## config.mk

```make
export PLATFORM = sky130hd
export DESIGN_NAME = stc_timer
export DESIGN_NICKNAME = d
export VERILOG_FILES = /design/src/stc_pkg.sv /design/src/stc_timer.sv
export SDC_FILE = /design/constraint.sdc
export NUM_CORES = 1
export LEC_CHECK = 0
export BUFFER_PORTS_ARGS = -buffer_cell sky130_fd_sc_hd__buf_2
export CAP_MARGIN = 10
export CELL_PAD_IN_SITES_DETAIL_PLACEMENT = 1
export CELL_PAD_IN_SITES_GLOBAL_PLACEMENT = 1
export CORE_AREA = 2 2 92 94
export CTS_CLUSTER_DIAMETER = 60
export DETAILED_ROUTE_END_ITERATION = 16
export DIE_AREA = 0 0 94 96
export GPL_ROUTABILITY_DRIVEN = 0
export PLACE_DENSITY = 0.91
export SYNTH_ARGS = -nofsm -noshare
export SYNTH_HDL_FRONTEND = slang
export SYNTH_SLANG_ARGS = --single-unit
```

## constraint.sdc

```tcl
create_clock -name sys_clk -period 2.76 [get_ports sys_clk]
set_input_delay 0.276 -clock sys_clk [delete_from_list [all_inputs] [get_ports sys_clk]]
set_output_delay 0.276 -clock sys_clk [all_outputs]
set_load 0.05 [all_outputs]
```

## src/stc_pkg.sv

```systemverilog
// constants shared by the sixteen-bit timer/counter
package stc_pkg;
  // register byte addresses on the avalon slave
  localparam logic [4:0] STC_OFS_CONTROL = 5'h00;
  localparam logic [4:0] STC_OFS_COUNT_LOW = 5'h04;
  localparam logic [4:0] STC_OFS_COUNT_HIGH = 5'h08;
  localparam logic [4:0] STC_OFS_IRQ_FLAG = 5'h0C;
  localparam logic [4:0] STC_OFS_IRQ_ENABLE = 5'h10;

  // timer_one_control field positions
  localparam int STC_BIT_WIDE_ACCESS = 7;
  localparam int STC_BIT_SYSCLK_FROM_OSC = 6;
  localparam int STC_BIT_PRESCALE_HI = 5;
  localparam int STC_BIT_PRESCALE_LO = 4;
  localparam int STC_BIT_OSC_ENABLE = 3;
  localparam int STC_BIT_SYNC_BYPASS = 2;
  localparam int STC_BIT_SOURCE_SELECT = 1;
  localparam int STC_BIT_RUN = 0;

  // overflow flag and its enable share bit 0 of their registers
  localparam int STC_BIT_OVERFLOW = 0;

  // reset values
  localparam logic [7:0] STC_RST_CONTROL = 8'h00;
  localparam logic [15:0] STC_RST_COUNT = 16'h0000;
  localparam logic [7:0] STC_RST_HIGH_BUF = 8'h00;

  // count limits
  localparam logic [15:0] STC_COUNT_MAX = 16'hFFFF;

  // prescale field encodings
  localparam logic [1:0] STC_PS_DIV1 = 2'h0;
  localparam logic [1:0] STC_PS_DIV2 = 2'h1;
  localparam logic [1:0] STC_PS_DIV4 = 2'h2;
  localparam logic [1:0] STC_PS_DIV8 = 2'h3;

  // instruction cycle is four system clocks
  localparam int STC_INSTR_DIV = 4;
endpackage

```

## src/stc_timer.sv

```systemverilog
// sixteen-bit timer/counter with avalon-mm register slave
// Function
// Control bit 7 set gives buffered 16-bit count access; clear gives two byte accesses.
// Control bit 6 is read-only: 1 when system clock comes from timer oscillator.
// Prescale field divides input: 11 by 8, 10 by 4, 01 by 2, 00 by 1.
// Control bit 3 enables the crystal oscillator; clear shuts it off.
// External source: bit 2 set bypasses synchroniser, clear synchronises; ignored internally.
// Source bit 1 clear counts instruction cycles; set counts external or crystal rises.
// Counting happens only while run bit 0 is set.
// Crystal enabled: oscillator pins lose digital logic, direction ignored, read zero.
// Buffered mode: low byte read copies live high byte into buffer.
// Buffered mode: high write loads buffer; low write loads both bytes at once.
// Low byte write clears the prescaler; high byte write leaves it alone.
// Counter mode needs a falling edge before first counted rise after reset/write/disable.
// Crystal oscillator keeps running through all power-managed modes.
// Software picks crystal source only with internal or low-power primary clock.
// Count wraps FFFFh to 0000h and latches the overflow flag.
// Overflow flag raises interrupt only while its enable bit is set.
// Unbuffered mode accesses the live high byte directly, with no transfers.
// Synchronised mode uses two-stage synchroniser; asynchronous mode takes input directly.
//
// Chosen here: the Avalon-MM register port and the address map.
module stc_timer
  import stc_pkg::*;
#(
  parameter int CNT_W = 16
) (
  input wire logic sys_clk,
  input wire logic rst_n,
  input wire logic [4:0] avs_address,
  input wire logic avs_read,
  input wire logic avs_write,
  input wire logic [31:0] avs_writedata,
  input wire logic [3:0] avs_byteenable,
  output logic [31:0] avs_readdata,
  output logic avs_waitrequest,
  input wire logic external_count_input,
  input wire logic low_power_crystal_clock,
  input wire logic sysclk_from_timer_osc,
  input wire logic [1:0] osc_pin_in,
  input wire logic [1:0] port_a_direction,
  output logic crystal_osc_enable,
  output logic [1:0] osc_pin_read,
  output logic [1:0] osc_pin_oe,
  output logic irq
);

  if (CNT_W != 16) begin : g_width_check
    $error("stc_timer: only a 16-bit count is supported");
  end

  typedef struct packed {
    logic wait_req;
    logic [31:0] rdata;
    logic wide_access_mode;
    logic [1:0] input_prescale_select;
    logic crystal_osc_enable;
    logic external_sync_bypass;
    logic count_source_select;
    logic counter_run;
    logic [15:0] count;
    logic [7:0] high_buf;
    logic [2:0] presc;
    logic [1:0] instr_div;
    logic sync_a;
    logic sync_b;
    logic raw_samp;
    logic edge_prev;
    logic armed;
    logic overflow_flag;
    logic overflow_irq_enable;
    logic irq;
    logic [1:0] pin_read;
    logic [1:0] pin_oe;
  } stc_state_t;

  stc_state_t q_ff;
  stc_state_t nxt_q;

  logic req;
  logic acc_rd;
  logic acc_wr;
  logic wr_low;
  logic wr_high;
  logic ext_level;
  logic ext_rise;
  logic ext_fall;
  logic instr_tick;
  logic src_tick;
  logic [2:0] presc_mask;
  logic count_inc;
  logic [7:0] ctrl_view;

  assign req = avs_read | avs_write;
  assign acc_rd = avs_read & ~q_ff.wait_req;
  assign acc_wr = avs_write & ~q_ff.wait_req & avs_byteenable[0];
  assign wr_low = acc_wr && (avs_address == STC_OFS_COUNT_LOW);
  assign wr_high = acc_wr && (avs_address == STC_OFS_COUNT_HIGH);

  // asynchronous mode skips the synchroniser so edges land one cycle earlier
  assign ext_level = q_ff.external_sync_bypass ? q_ff.raw_samp : q_ff.sync_b;
  assign ext_rise = ext_level & ~q_ff.edge_prev;
  assign ext_fall = ~ext_level & q_ff.edge_prev;
  assign instr_tick = (q_ff.instr_div == 2'(STC_INSTR_DIV - 1));

  // internal source: one tick per instruction cycle; external: armed rising edges
  assign src_tick = q_ff.count_source_select ? (ext_rise & q_ff.armed) : instr_tick;
  assign presc_mask = 3'((4'h1 << q_ff.input_prescale_select) - 4'h1);
  assign count_inc = q_ff.counter_run & src_tick & (q_ff.presc == presc_mask);

  assign ctrl_view = {q_ff.wide_access_mode, sysclk_from_timer_osc,
                      q_ff.input_prescale_select, q_ff.crystal_osc_enable,
                      q_ff.external_sync_bypass, q_ff.count_source_select,
                      q_ff.counter_run};

  always_comb begin
    nxt_q = q_ff;

    // one wait cycle per access: read data is prepared while waitrequest is high
    nxt_q.wait_req = ~(req & q_ff.wait_req);
    if (req && q_ff.wait_req) begin
      nxt_q.rdata = 32'h0000_0000;
      case (avs_address)
        STC_OFS_CONTROL: nxt_q.rdata[7:0] = ctrl_view;
        STC_OFS_COUNT_LOW: nxt_q.rdata[7:0] = q_ff.count[7:0];
        STC_OFS_COUNT_HIGH: begin
          // buffered mode shows the buffer, else the live byte
          nxt_q.rdata[7:0] = q_ff.wide_access_mode ? q_ff.high_buf : q_ff.count[15:8];
        end
        STC_OFS_IRQ_FLAG: nxt_q.rdata[STC_BIT_OVERFLOW] = q_ff.overflow_flag;
        STC_OFS_IRQ_ENABLE: nxt_q.rdata[STC_BIT_OVERFLOW] = q_ff.overflow_irq_enable;
        default: nxt_q.rdata = 32'h0000_0000;
      endcase
    end

    // clock divider and input sampling run freely
    nxt_q.instr_div = instr_tick ? 2'h0 : q_ff.instr_div + 2'h1;
    nxt_q.sync_a = external_count_input;
    nxt_q.sync_b = q_ff.sync_a;
    // crystal clock replaces the pin when the oscillator is on
    nxt_q.raw_samp = q_ff.crystal_osc_enable ? low_power_crystal_clock : external_count_input;
    if (q_ff.crystal_osc_enable) begin
      nxt_q.sync_a = low_power_crystal_clock;
    end
    nxt_q.edge_prev = ext_level;

    // falling edge arms the counter; disable drops the arm
    if (ext_fall) begin
      nxt_q.armed = 1'b1;
    end
    if (!q_ff.counter_run) begin
      nxt_q.armed = 1'b0;
    end

    // prescaler and count
    if (q_ff.counter_run && src_tick) begin
      nxt_q.presc = (q_ff.presc == presc_mask) ? 3'h0 : q_ff.presc + 3'h1;
    end
    if (count_inc) begin
      nxt_q.count = q_ff.count + 16'h0001;
    end

    // overflow: the set wins over a same-cycle clear
    if (acc_wr && avs_address == STC_OFS_IRQ_FLAG && avs_writedata[STC_BIT_OVERFLOW]) begin
      nxt_q.overflow_flag = 1'b0;
    end
    if (count_inc && q_ff.count == STC_COUNT_MAX) begin
      nxt_q.overflow_flag = 1'b1;
    end

    // low byte read snapshots the live high byte
    if (acc_rd && avs_address == STC_OFS_COUNT_LOW && q_ff.wide_access_mode) begin
      nxt_q.high_buf = q_ff.count[15:8];
    end

    // software writes take precedence over a coincident increment
    if (acc_wr) begin
      case (avs_address)
        STC_OFS_CONTROL: begin
          nxt_q.wide_access_mode = avs_writedata[STC_BIT_WIDE_ACCESS];
          nxt_q.input_prescale_select =
            avs_writedata[STC_BIT_PRESCALE_HI:STC_BIT_PRESCALE_LO];
          nxt_q.crystal_osc_enable = avs_writedata[STC_BIT_OSC_ENABLE];
          nxt_q.external_sync_bypass = avs_writedata[STC_BIT_SYNC_BYPASS];
          nxt_q.count_source_select = avs_writedata[STC_BIT_SOURCE_SELECT];
          nxt_q.counter_run = avs_writedata[STC_BIT_RUN];
        end
        STC_OFS_COUNT_LOW: begin
          nxt_q.presc = 3'h0;
          nxt_q.armed = 1'b0;
          if (q_ff.wide_access_mode) begin
            nxt_q.count = {q_ff.high_buf, avs_writedata[7:0]};
          end else begin
            nxt_q.count[7:0] = avs_writedata[7:0];
          end
        end
        STC_OFS_COUNT_HIGH: begin
          nxt_q.armed = 1'b0;
          if (q_ff.wide_access_mode) begin
            nxt_q.high_buf = avs_writedata[7:0];
          end else begin
            // live byte, prescaler untouched
            nxt_q.count[15:8] = avs_writedata[7:0];
          end
        end
        STC_OFS_IRQ_ENABLE: nxt_q.overflow_irq_enable = avs_writedata[STC_BIT_OVERFLOW];
        default: nxt_q.armed = nxt_q.armed;
      endcase
    end

    nxt_q.irq = nxt_q.overflow_flag & nxt_q.overflow_irq_enable;

    // oscillator owns its pins: digital path off, reads zero
    nxt_q.pin_read = nxt_q.crystal_osc_enable ? 2'b00 : osc_pin_in;
    nxt_q.pin_oe = nxt_q.crystal_osc_enable ? 2'b00 : ~port_a_direction;
  end

  always_ff @(posedge sys_clk or negedge rst_n) begin
    if (!rst_n) begin
      q_ff <= '0;
      q_ff.wait_req <= 1'b1;
      q_ff.wide_access_mode <= STC_RST_CONTROL[STC_BIT_WIDE_ACCESS];
      q_ff.input_prescale_select <= STC_RST_CONTROL[STC_BIT_PRESCALE_HI:STC_BIT_PRESCALE_LO];
      q_ff.crystal_osc_enable <= STC_RST_CONTROL[STC_BIT_OSC_ENABLE];
      q_ff.external_sync_bypass <= STC_RST_CONTROL[STC_BIT_SYNC_BYPASS];
      q_ff.count_source_select <= STC_RST_CONTROL[STC_BIT_SOURCE_SELECT];
      q_ff.counter_run <= STC_RST_CONTROL[STC_BIT_RUN];
      q_ff.count <= STC_RST_COUNT;
      q_ff.high_buf <= STC_RST_HIGH_BUF;
    end else begin
      q_ff <= nxt_q;
    end
  end

  // only the enable drives this port; the oscillator has no power-mode input to stop it
  assign crystal_osc_enable = q_ff.crystal_osc_enable;
  assign avs_readdata = q_ff.rdata;
  assign avs_waitrequest = q_ff.wait_req;
  assign osc_pin_read = q_ff.pin_read;
  assign osc_pin_oe = q_ff.pin_oe;
  assign irq = q_ff.irq;

  // checks on bus timing, counting, flags and pins
  a_wait_one_cycle: assert property (@(posedge sys_clk) disable iff (!rst_n)
    (req && q_ff.wait_req) |=> !avs_waitrequest ##1 avs_waitrequest)
    else $error("waitrequest did not drop for exactly one cycle");

  a_run_holds_count: assert property (@(posedge sys_clk) disable iff (!rst_n)
    (!q_ff.counter_run && !acc_wr) |=> (q_ff.count == $past(q_ff.count)))
    else $error("count moved while stopped");

  a_overflow_wraps: assert property (@(posedge sys_clk) disable iff (!rst_n)
    (count_inc && q_ff.count == STC_COUNT_MAX && !acc_wr)
      |=> (q_ff.count == 16'h0000) && q_ff.overflow_flag)
    else $error("overflow did not wrap and set the flag");

  a_irq_masked: assert property (@(posedge sys_clk) disable iff (!rst_n)
    irq |-> (q_ff.overflow_flag && q_ff.overflow_irq_enable))
    else $error("interrupt without enabled flag");

  a_low_read_copy: assert property (@(posedge sys_clk) disable iff (!rst_n)
    (acc_rd && avs_address == STC_OFS_COUNT_LOW && q_ff.wide_access_mode)
      |=> (q_ff.high_buf == $past(q_ff.count[15:8])))
    else $error("low byte read did not snapshot high byte");

  a_high_write_buf: assert property (@(posedge sys_clk) disable iff (!rst_n)
    (wr_high && q_ff.wide_access_mode)
      |=> (q_ff.high_buf == $past(avs_writedata[7:0])))
    else $error("buffered high write missed the buffer");

  a_low_write_both: assert property (@(posedge sys_clk) disable iff (!rst_n)
    (wr_low && q_ff.wide_access_mode)
      |=> (q_ff.count == {$past(q_ff.high_buf), $past(avs_writedata[7:0])}))
    else $error("buffered low write did not load both bytes");

  a_presc_clear: assert property (@(posedge sys_clk) disable iff (!rst_n)
    wr_low |=> (q_ff.presc == 3'h0))
    else $error("prescaler not cleared by low write");

  a_write_disarms: assert property (@(posedge sys_clk) disable iff (!rst_n)
    (wr_low || wr_high) |=> !q_ff.armed)
    else $error("counter stayed armed after a count write");

  a_pins_zero: assert property (@(posedge sys_clk) disable iff (!rst_n)
    q_ff.crystal_osc_enable |-> (osc_pin_read == 2'b00 && osc_pin_oe == 2'b00))
    else $error("oscillator pins not released");

  a_internal_rate: assert property (@(posedge sys_clk) disable iff (!rst_n)
    (q_ff.counter_run && !q_ff.count_source_select && count_inc && !acc_wr)
      |=> !count_inc [*3])
    else $error("internal source counted faster than one per instruction");

  // the slave idles with waitrequest up, so a stray low means a phantom access
  a_wait_idle: assert property (@(posedge sys_clk) disable iff (!rst_n)
    !req |=> avs_waitrequest)
    else $error("waitrequest low without a request");

  a_read_data_upper: assert property (@(posedge sys_clk) disable iff (!rst_n)
    !avs_waitrequest |-> (avs_readdata[31:8] == 24'h00_0000))
    else $error("read data upper bits not zero");

  a_unmapped_read_zero: assert property (@(posedge sys_clk) disable iff (!rst_n)
    (req && q_ff.wait_req && avs_address > STC_OFS_IRQ_ENABLE)
      |=> (avs_readdata == 32'h0000_0000))
    else $error("unmapped address read nonzero");

  a_control_readback: assert property (@(posedge sys_clk) disable iff (!rst_n)
    (avs_read && q_ff.wait_req && avs_address == STC_OFS_CONTROL)
      |=> (avs_readdata[STC_BIT_SYSCLK_FROM_OSC] == $past(sysclk_from_timer_osc)))
    else $error("clock status bit not shown on control read");

  a_control_write: assert property (@(posedge sys_clk) disable iff (!rst_n)
    (acc_wr && avs_address == STC_OFS_CONTROL)
      |=> ((q_ff.wide_access_mode == $past(avs_writedata[STC_BIT_WIDE_ACCESS]))
        && (crystal_osc_enable == $past(avs_writedata[STC_BIT_OSC_ENABLE]))
        && (q_ff.counter_run == $past(avs_writedata[STC_BIT_RUN]))))
    else $error("control write did not land");

  // flag holds until software writes a one, and the set beats the clear
  a_flag_sticky: assert property (@(posedge sys_clk) disable iff (!rst_n)
    (q_ff.overflow_flag && !(acc_wr && avs_address == STC_OFS_IRQ_FLAG))
      |=> q_ff.overflow_flag)
    else $error("overflow flag dropped without a clear");

  a_flag_clear: assert property (@(posedge sys_clk) disable iff (!rst_n)
    (acc_wr && avs_address == STC_OFS_IRQ_FLAG && avs_writedata[STC_BIT_OVERFLOW]
      && !(count_inc && q_ff.count == STC_COUNT_MAX)) |=> !q_ff.overflow_flag)
    else $error("overflow flag survived a clear");

  a_irq_on_overflow: assert property (@(posedge sys_clk) disable iff (!rst_n)
    (count_inc && q_ff.count == STC_COUNT_MAX && q_ff.overflow_irq_enable && !acc_wr)
      |=> irq)
    else $error("enabled overflow raised no interrupt");

  a_mask_write: assert property (@(posedge sys_clk) disable iff (!rst_n)
    (acc_wr && avs_address == STC_OFS_IRQ_ENABLE)
      |=> (q_ff.overflow_irq_enable == $past(avs_writedata[STC_BIT_OVERFLOW])))
    else $error("interrupt enable write did not land");

  a_live_high_write: assert property (@(posedge sys_clk) disable iff (!rst_n)
    (wr_high && !q_ff.wide_access_mode)
      |=> (q_ff.count[15:8] == $past(avs_writedata[7:0])))
    else $error("unbuffered high write missed the count");

  a_unbuffered_low_write: assert property (@(posedge sys_clk) disable iff (!rst_n)
    (wr_low && !q_ff.wide_access_mode && !count_inc)
      |=> (q_ff.count == {$past(q_ff.count[15:8]), $past(avs_writedata[7:0])}))
    else $error("unbuffered low write touched the high byte");

  a_unbuffered_read_hold: assert property (@(posedge sys_clk) disable iff (!rst_n)
    (acc_rd && avs_address == STC_OFS_COUNT_LOW && !q_ff.wide_access_mode)
      |=> (q_ff.high_buf == $past(q_ff.high_buf)))
    else $error("unbuffered low read moved the buffer");

  a_buffered_high_hold: assert property (@(posedge sys_clk) disable iff (!rst_n)
    (wr_high && q_ff.wide_access_mode && !count_inc)
      |=> (q_ff.count == $past(q_ff.count)))
    else $error("buffered high write changed the count");

  // a high write must not restart the prescale sequence
  a_high_keeps_presc: assert property (@(posedge sys_clk) disable iff (!rst_n)
    (wr_high && !(q_ff.counter_run && src_tick)) |=> (q_ff.presc == $past(q_ff.presc)))
    else $error("high byte write moved the prescaler");

  a_stop_disarms: assert property (@(posedge sys_clk) disable iff (!rst_n)
    !q_ff.counter_run |=> !q_ff.armed)
    else $error("counter armed while stopped");

  c_overflow: cover property (@(posedge sys_clk) disable iff (!rst_n)
    $rose(q_ff.overflow_flag));
  c_buffered_read: cover property (@(posedge sys_clk) disable iff (!rst_n)
    (acc_rd && avs_address == STC_OFS_COUNT_LOW && q_ff.wide_access_mode));
  c_external_count: cover property (@(posedge sys_clk) disable iff (!rst_n)
    (count_inc && q_ff.count_source_select));
  c_irq: cover property (@(posedge sys_clk) disable iff (!rst_n) $rose(irq));
  c_crystal_count: cover property (@(posedge sys_clk) disable iff (!rst_n)
    (count_inc && q_ff.crystal_osc_enable));

endmodule

```

==> Word level (Yosys, flattened, before mapping) <==
Cells that the tools add are included.
W data, S select, Z words.
{ "totals": {"register_bits": 56, "input_bits": 52, "out_inout_bits": 39} }
{ "classes": {"add_sub_neg": 4, "eq_ne": 7, "shifts": 1, "n_mux": 30, "bitwise": 16, "n_reduce_logical": 10} }
{ "op_table": {"columns": ["operator", "n"], "rows": [
  ["$mux W8", 7],
  ["$mux W31", 1],
  ["$pmux W7 S3", 1],
  ["$add A16 B1 Y16 const B", 1],
  ["$eq A16 B16 Y1 const B", 1],
  ["$mux W16", 1],
  ["$pmux W8 S2", 1],
  ["$mux W1", 11],
  ["$and A1 B1 Y1", 10],
  ["$eq A5 B4 Y1 const B", 2],
  ["$mux W3", 3],
  ["$logic_and A1 B1 Y1", 7],
  ["$mux W2", 3],
  ["$eq A5 B3 Y1 const B", 1],
  ["$eq A5 B5 Y1 const B", 1],
  ["$logic_not A5 Y1", 1],
  ["$pmux W1 S5", 1],
  ["$mux W4", 1],
  ["$not A1 Y1", 4],
  ["$add A3 B1 Y3 const B", 1],
  ["$eq A3 B3 Y1", 1],
  ["$shl A1 B2 Y3 const A", 1],
  ["$sub A3 B1 Y3 const B", 1],
  ["$add A2 B1 Y2 const B", 1],
  ["other kinds (5)", 5]
]} }

==> Depth between registers and ports, before layout <==
{ "logic_depth": {"ltp_word": 11, "mapped_depth": 8, "mapped_depth_nobuf": 6} }

==> Worst setup path after synthesis <==
OpenSTA, ideal clock, no wires.
{ "synth_timing": {"kind": "register to register", "startpoint": "register q_ff, in the netlist ctrl_view[4]", "endpoint": "register q_ff, in the netlist irq", "setup_ps": 78, "arrival_ps": 1785, "setup_slack_ps": 897, "path_stages_with_launch": 7, "n_path_buf": 1, "path_cell_list": "dfrtp_1 or2_4 a2111oi_4 buf_6 o2111ai_1 or3_1 a21boi_1"} }
{ "synth_lines": {"columns": ["item", "line", "source"], "rows": [
  ["start, declared", "stc_timer.sv:77", "stc_state_t q_ff;"],
  ["start signal, assigned", "stc_timer.sv:231", "q_ff <= nxt_q;"]
]} }

==> impl_results.md <==
- Port bufs: 39
- GRT overflow: 0
- Nets: 419
- CP Max Fanout: 7
- Worst path buffer plus inverter count: 1
- Root buf cell: clkbuf_8
- Max frequency: 449 MHz
- Delay-heaviest family, CP: compound AO/OA/AOI/OAI gates
- Flops & latches, synth: 56
- Synth warn: 0
- Hold WC Path Type: in2reg
- Worst EP arrival: 2460 ps
- Die area: 0.00902 mm2
- Chip width: 94 um
- Syn Area/Cell: 9.93 um2
- Relative slew slack: 21.8%
- Ant. Diodes: 0
- Worst Setup Slack, final: 535 ps
- Die height: 96 um
- Setup Crit Path Kind: reg2reg
- Top cells by area, synth: dfrtp_1 (41%), buf_4 (8.0%), mux2i_1 (7.4%)
- Initial antenna violation count: 0
- Worst Tran Pin Value: 1160 ps
- DP HPWL: 6470 um
- 1st-iter DRT viols: 124
- Layout Skew: 13.5 ps
- Setup TNS: 0 ps
- Syn-to-layout area delta: 7.19%
- Setup slack, reg-to-reg: 530 ps
- Seq/Total Area, Yosys: 41.5%
- Post-place setup slack: 435 ps
- Routed vias/inst: 5.77
- Tcrit/Tclk final: 80.6%
- Max-Cap Viols: 0
- Peak supply drop: 0.297 mV
- DRC violations left: 0
- CTS Buf Count: 5
- CTS tree: yes
- Outcome: complete, no violations
- CP Launch Type: flip-flop
- Switching power: 807 uW
- WL per Instance: 19.0 um
- H-tree depth reported by CTS: 2
- Pwr Density: 614 mW/mm2
- Post-synth EDFFs: 0
- Int Power: 1.41 mW
- Rows: 33
- CTS sink count: 56
- Area leader, netlist: dfrtp_1
- Top-count cell post-synth: dfrtp_1
- Slowest-stage cell, CP: a2111oi_4
- Fin. max-slew vios: 0
- Clock power share: 26.2%
- Worst stage delay on the critical path: 490 ps
- Number of global-route vias before repair: 2855
- Final setup violation count: 0
- Net Sw Frac: 36.3%
- Routed wire length: 8930 um
- Static Leak: 1.52 nW
- Via count: 2711
- # IOs: 91
- Crit path capture type: flip-flop
- Post-CTS Hold Buffers: 1
- Routed Antenna Nets: 0
- Gate power share: 27.2%
- Main synth FF type: dfrtp_1
- Netlist cell types: 53
- Post-synth top area share: 40.8%
- Drt pass-1 iters: 4
- Fillers: 950
- Cell area after synthesis: 0.00338 mm2
- Longest Clk Path Bufs: 2
- Critical path, cell by cell: or2_4 -> a2111oi_4 -> buf_4 -> o211ai_4 -> or3_1 -> a31oi_1
- Initial Util: 41.9%
- Later-pin clock latency in the skew report: 320 ps
- Core Box Area: 0.00805 mm2
- Crit path time final: 2230 ps
- Sequential share of power: 46.6%
- Resized cells post-CTS: 0
- First-pass GRT wire length: 14600 um
- Synth top cells by count: dfrtp_1 (55), buf_4 (36), nor2_1 (26)
- RSZ-0062 raised after global routing: no
- Layout cell share with drive strength beyond 1: 19.7%
- CP required: 3000 ps
- Reg clk slew, reported paths: 100 ps
- Final Hold Viols: 0
- GRT Util Overall: 20.9%
- Pin count of the biggest net entering global routing: 28
- Synth Instances: 340
- Async set-reset flop share out of synthesis: 100%
- Postcts setup bufs: 0
-- path summary, 6_finish.rpt --
| kind | startpoint | to | cells after the start |
|---|---|---|---|
| max | q_ff[14] | q_ff[30] | 6 |
| min | port_a_direction[0] | osc_pin_oe[0] | 2 |
| max reg2reg | q_ff[14] | q_ff[30] | 6 |
| min reg2reg | q_ff[9] | q_ff[10] | 0 |
| max in group asynchronous | rst_n | q_ff[29] | 3 |
| min in group asynchronous | rst_n | avs_readdata[0] | 2 |
-- power by group through the flow --
| stage | clock [mW] | sequential [mW] | combinational (mW) |
|---|---|---|---|
| after CTS | 0.588 | 1.03 | 0.601 |
| after global placement | 0 | 1.03 | 0.562 |
| after detailed placement | 0 | 1.05 | 0.591 |
| final | 0.583 | 1.03 | 0.604 |
| after floorplan | 0 | 1.02 | 0.487 |
| after global routing | 0.618 | 1.05 | 0.655 |
-- cell type report --
type,instances,area [um2],area share (%)
timing repair buffer,45,243,6.71
clock buffer,6,82.6,2.28
multi-input combinational,252,1710,47.1
tap,105,131,3.63
clock inverter,2,38.8,1.07
inverter,4,15.0,0.415
sequential,56,1400,38.8
-- flip-flops by register name, summed over array words and instances (netlist names) --
name / flops
q_ff: 35
osc_pin_read: 2
avs_readdata: 8
osc_pin_oe: 2
crystal_osc_enable: 1
irq: 1
ctrl_view: 6
avs_waitrequest: 1
-- logic make-up (layout without fill, tap and decap cells) --
logic type | after synthesis | in the layout | share of synthesized area, %
other | 1 | 24 | 0.111
adder cells (fa/ha/maj) | 3 | 3 | 1.11
XOR/XNOR | 12 | 12 | 3.11
buffers and inverters | 55 | 57 | 10.5
multiplexers | 35 | 35 | 10.7
AND/OR/NAND/NOR | 94 | 94 | 14.7
AO/OA/AOI/OAI | 84 | 84 | 18.2
flip-flops | 56 | 56 | 41.5
-- metal layers --
layer,track usage [%],share of wire (%)
met1,26.2,43
met2,37.4,51
met3,2.82,4.3
met4,6.88,1.2
met5,0,0
-- metrics by stage --
| stage | instances | utilization (%) | hold WS (ps) | power, mW | cell area, um2 |
|---|---|---|---|---|---|
| finish | 470 | 44.9 | 98.6 | 2.22 | 3620 |
| global route | 470 | 44.9 | 101 | 2.32 | 3620 |
| CTS | 470 | 44.9 | 93.9 | 2.22 | 3620 |
| detailed placement | 461 | 43.3 | 323 | 1.64 | 3490 |
| global placement | 461 | 43.3 | 318 | 1.59 | 3490 |
| floorplan | 363 | - | -19.6 | 1.51 | 3460 |
-- cell usage in the layout, fill, tap and decap left out, drive strengths merged, types with 6 or more instances in the layout --
cell type	count
a21oi	14
a22o	7
a22oi	7
buf	44
clkbuf	6
conb	24
dfrtp	55
mux2	10
mux2i	25
nand2	18
nand3	8
nand4	6
nor2	27
o2111ai	6
o21ai	20
o22ai	15
xor2	7
-- worst register-to-register path, delay by kind of cell, from the launching register on --
kind | cells | cell delay (ps)
AND/OR/NAND/NOR | 2 | 650
AO/OA/AOI/OAI | 3 | 790
flip-flops | 1 | 470
buffers and inverters | 1 | 250
(Power assumes the default switching activity.)
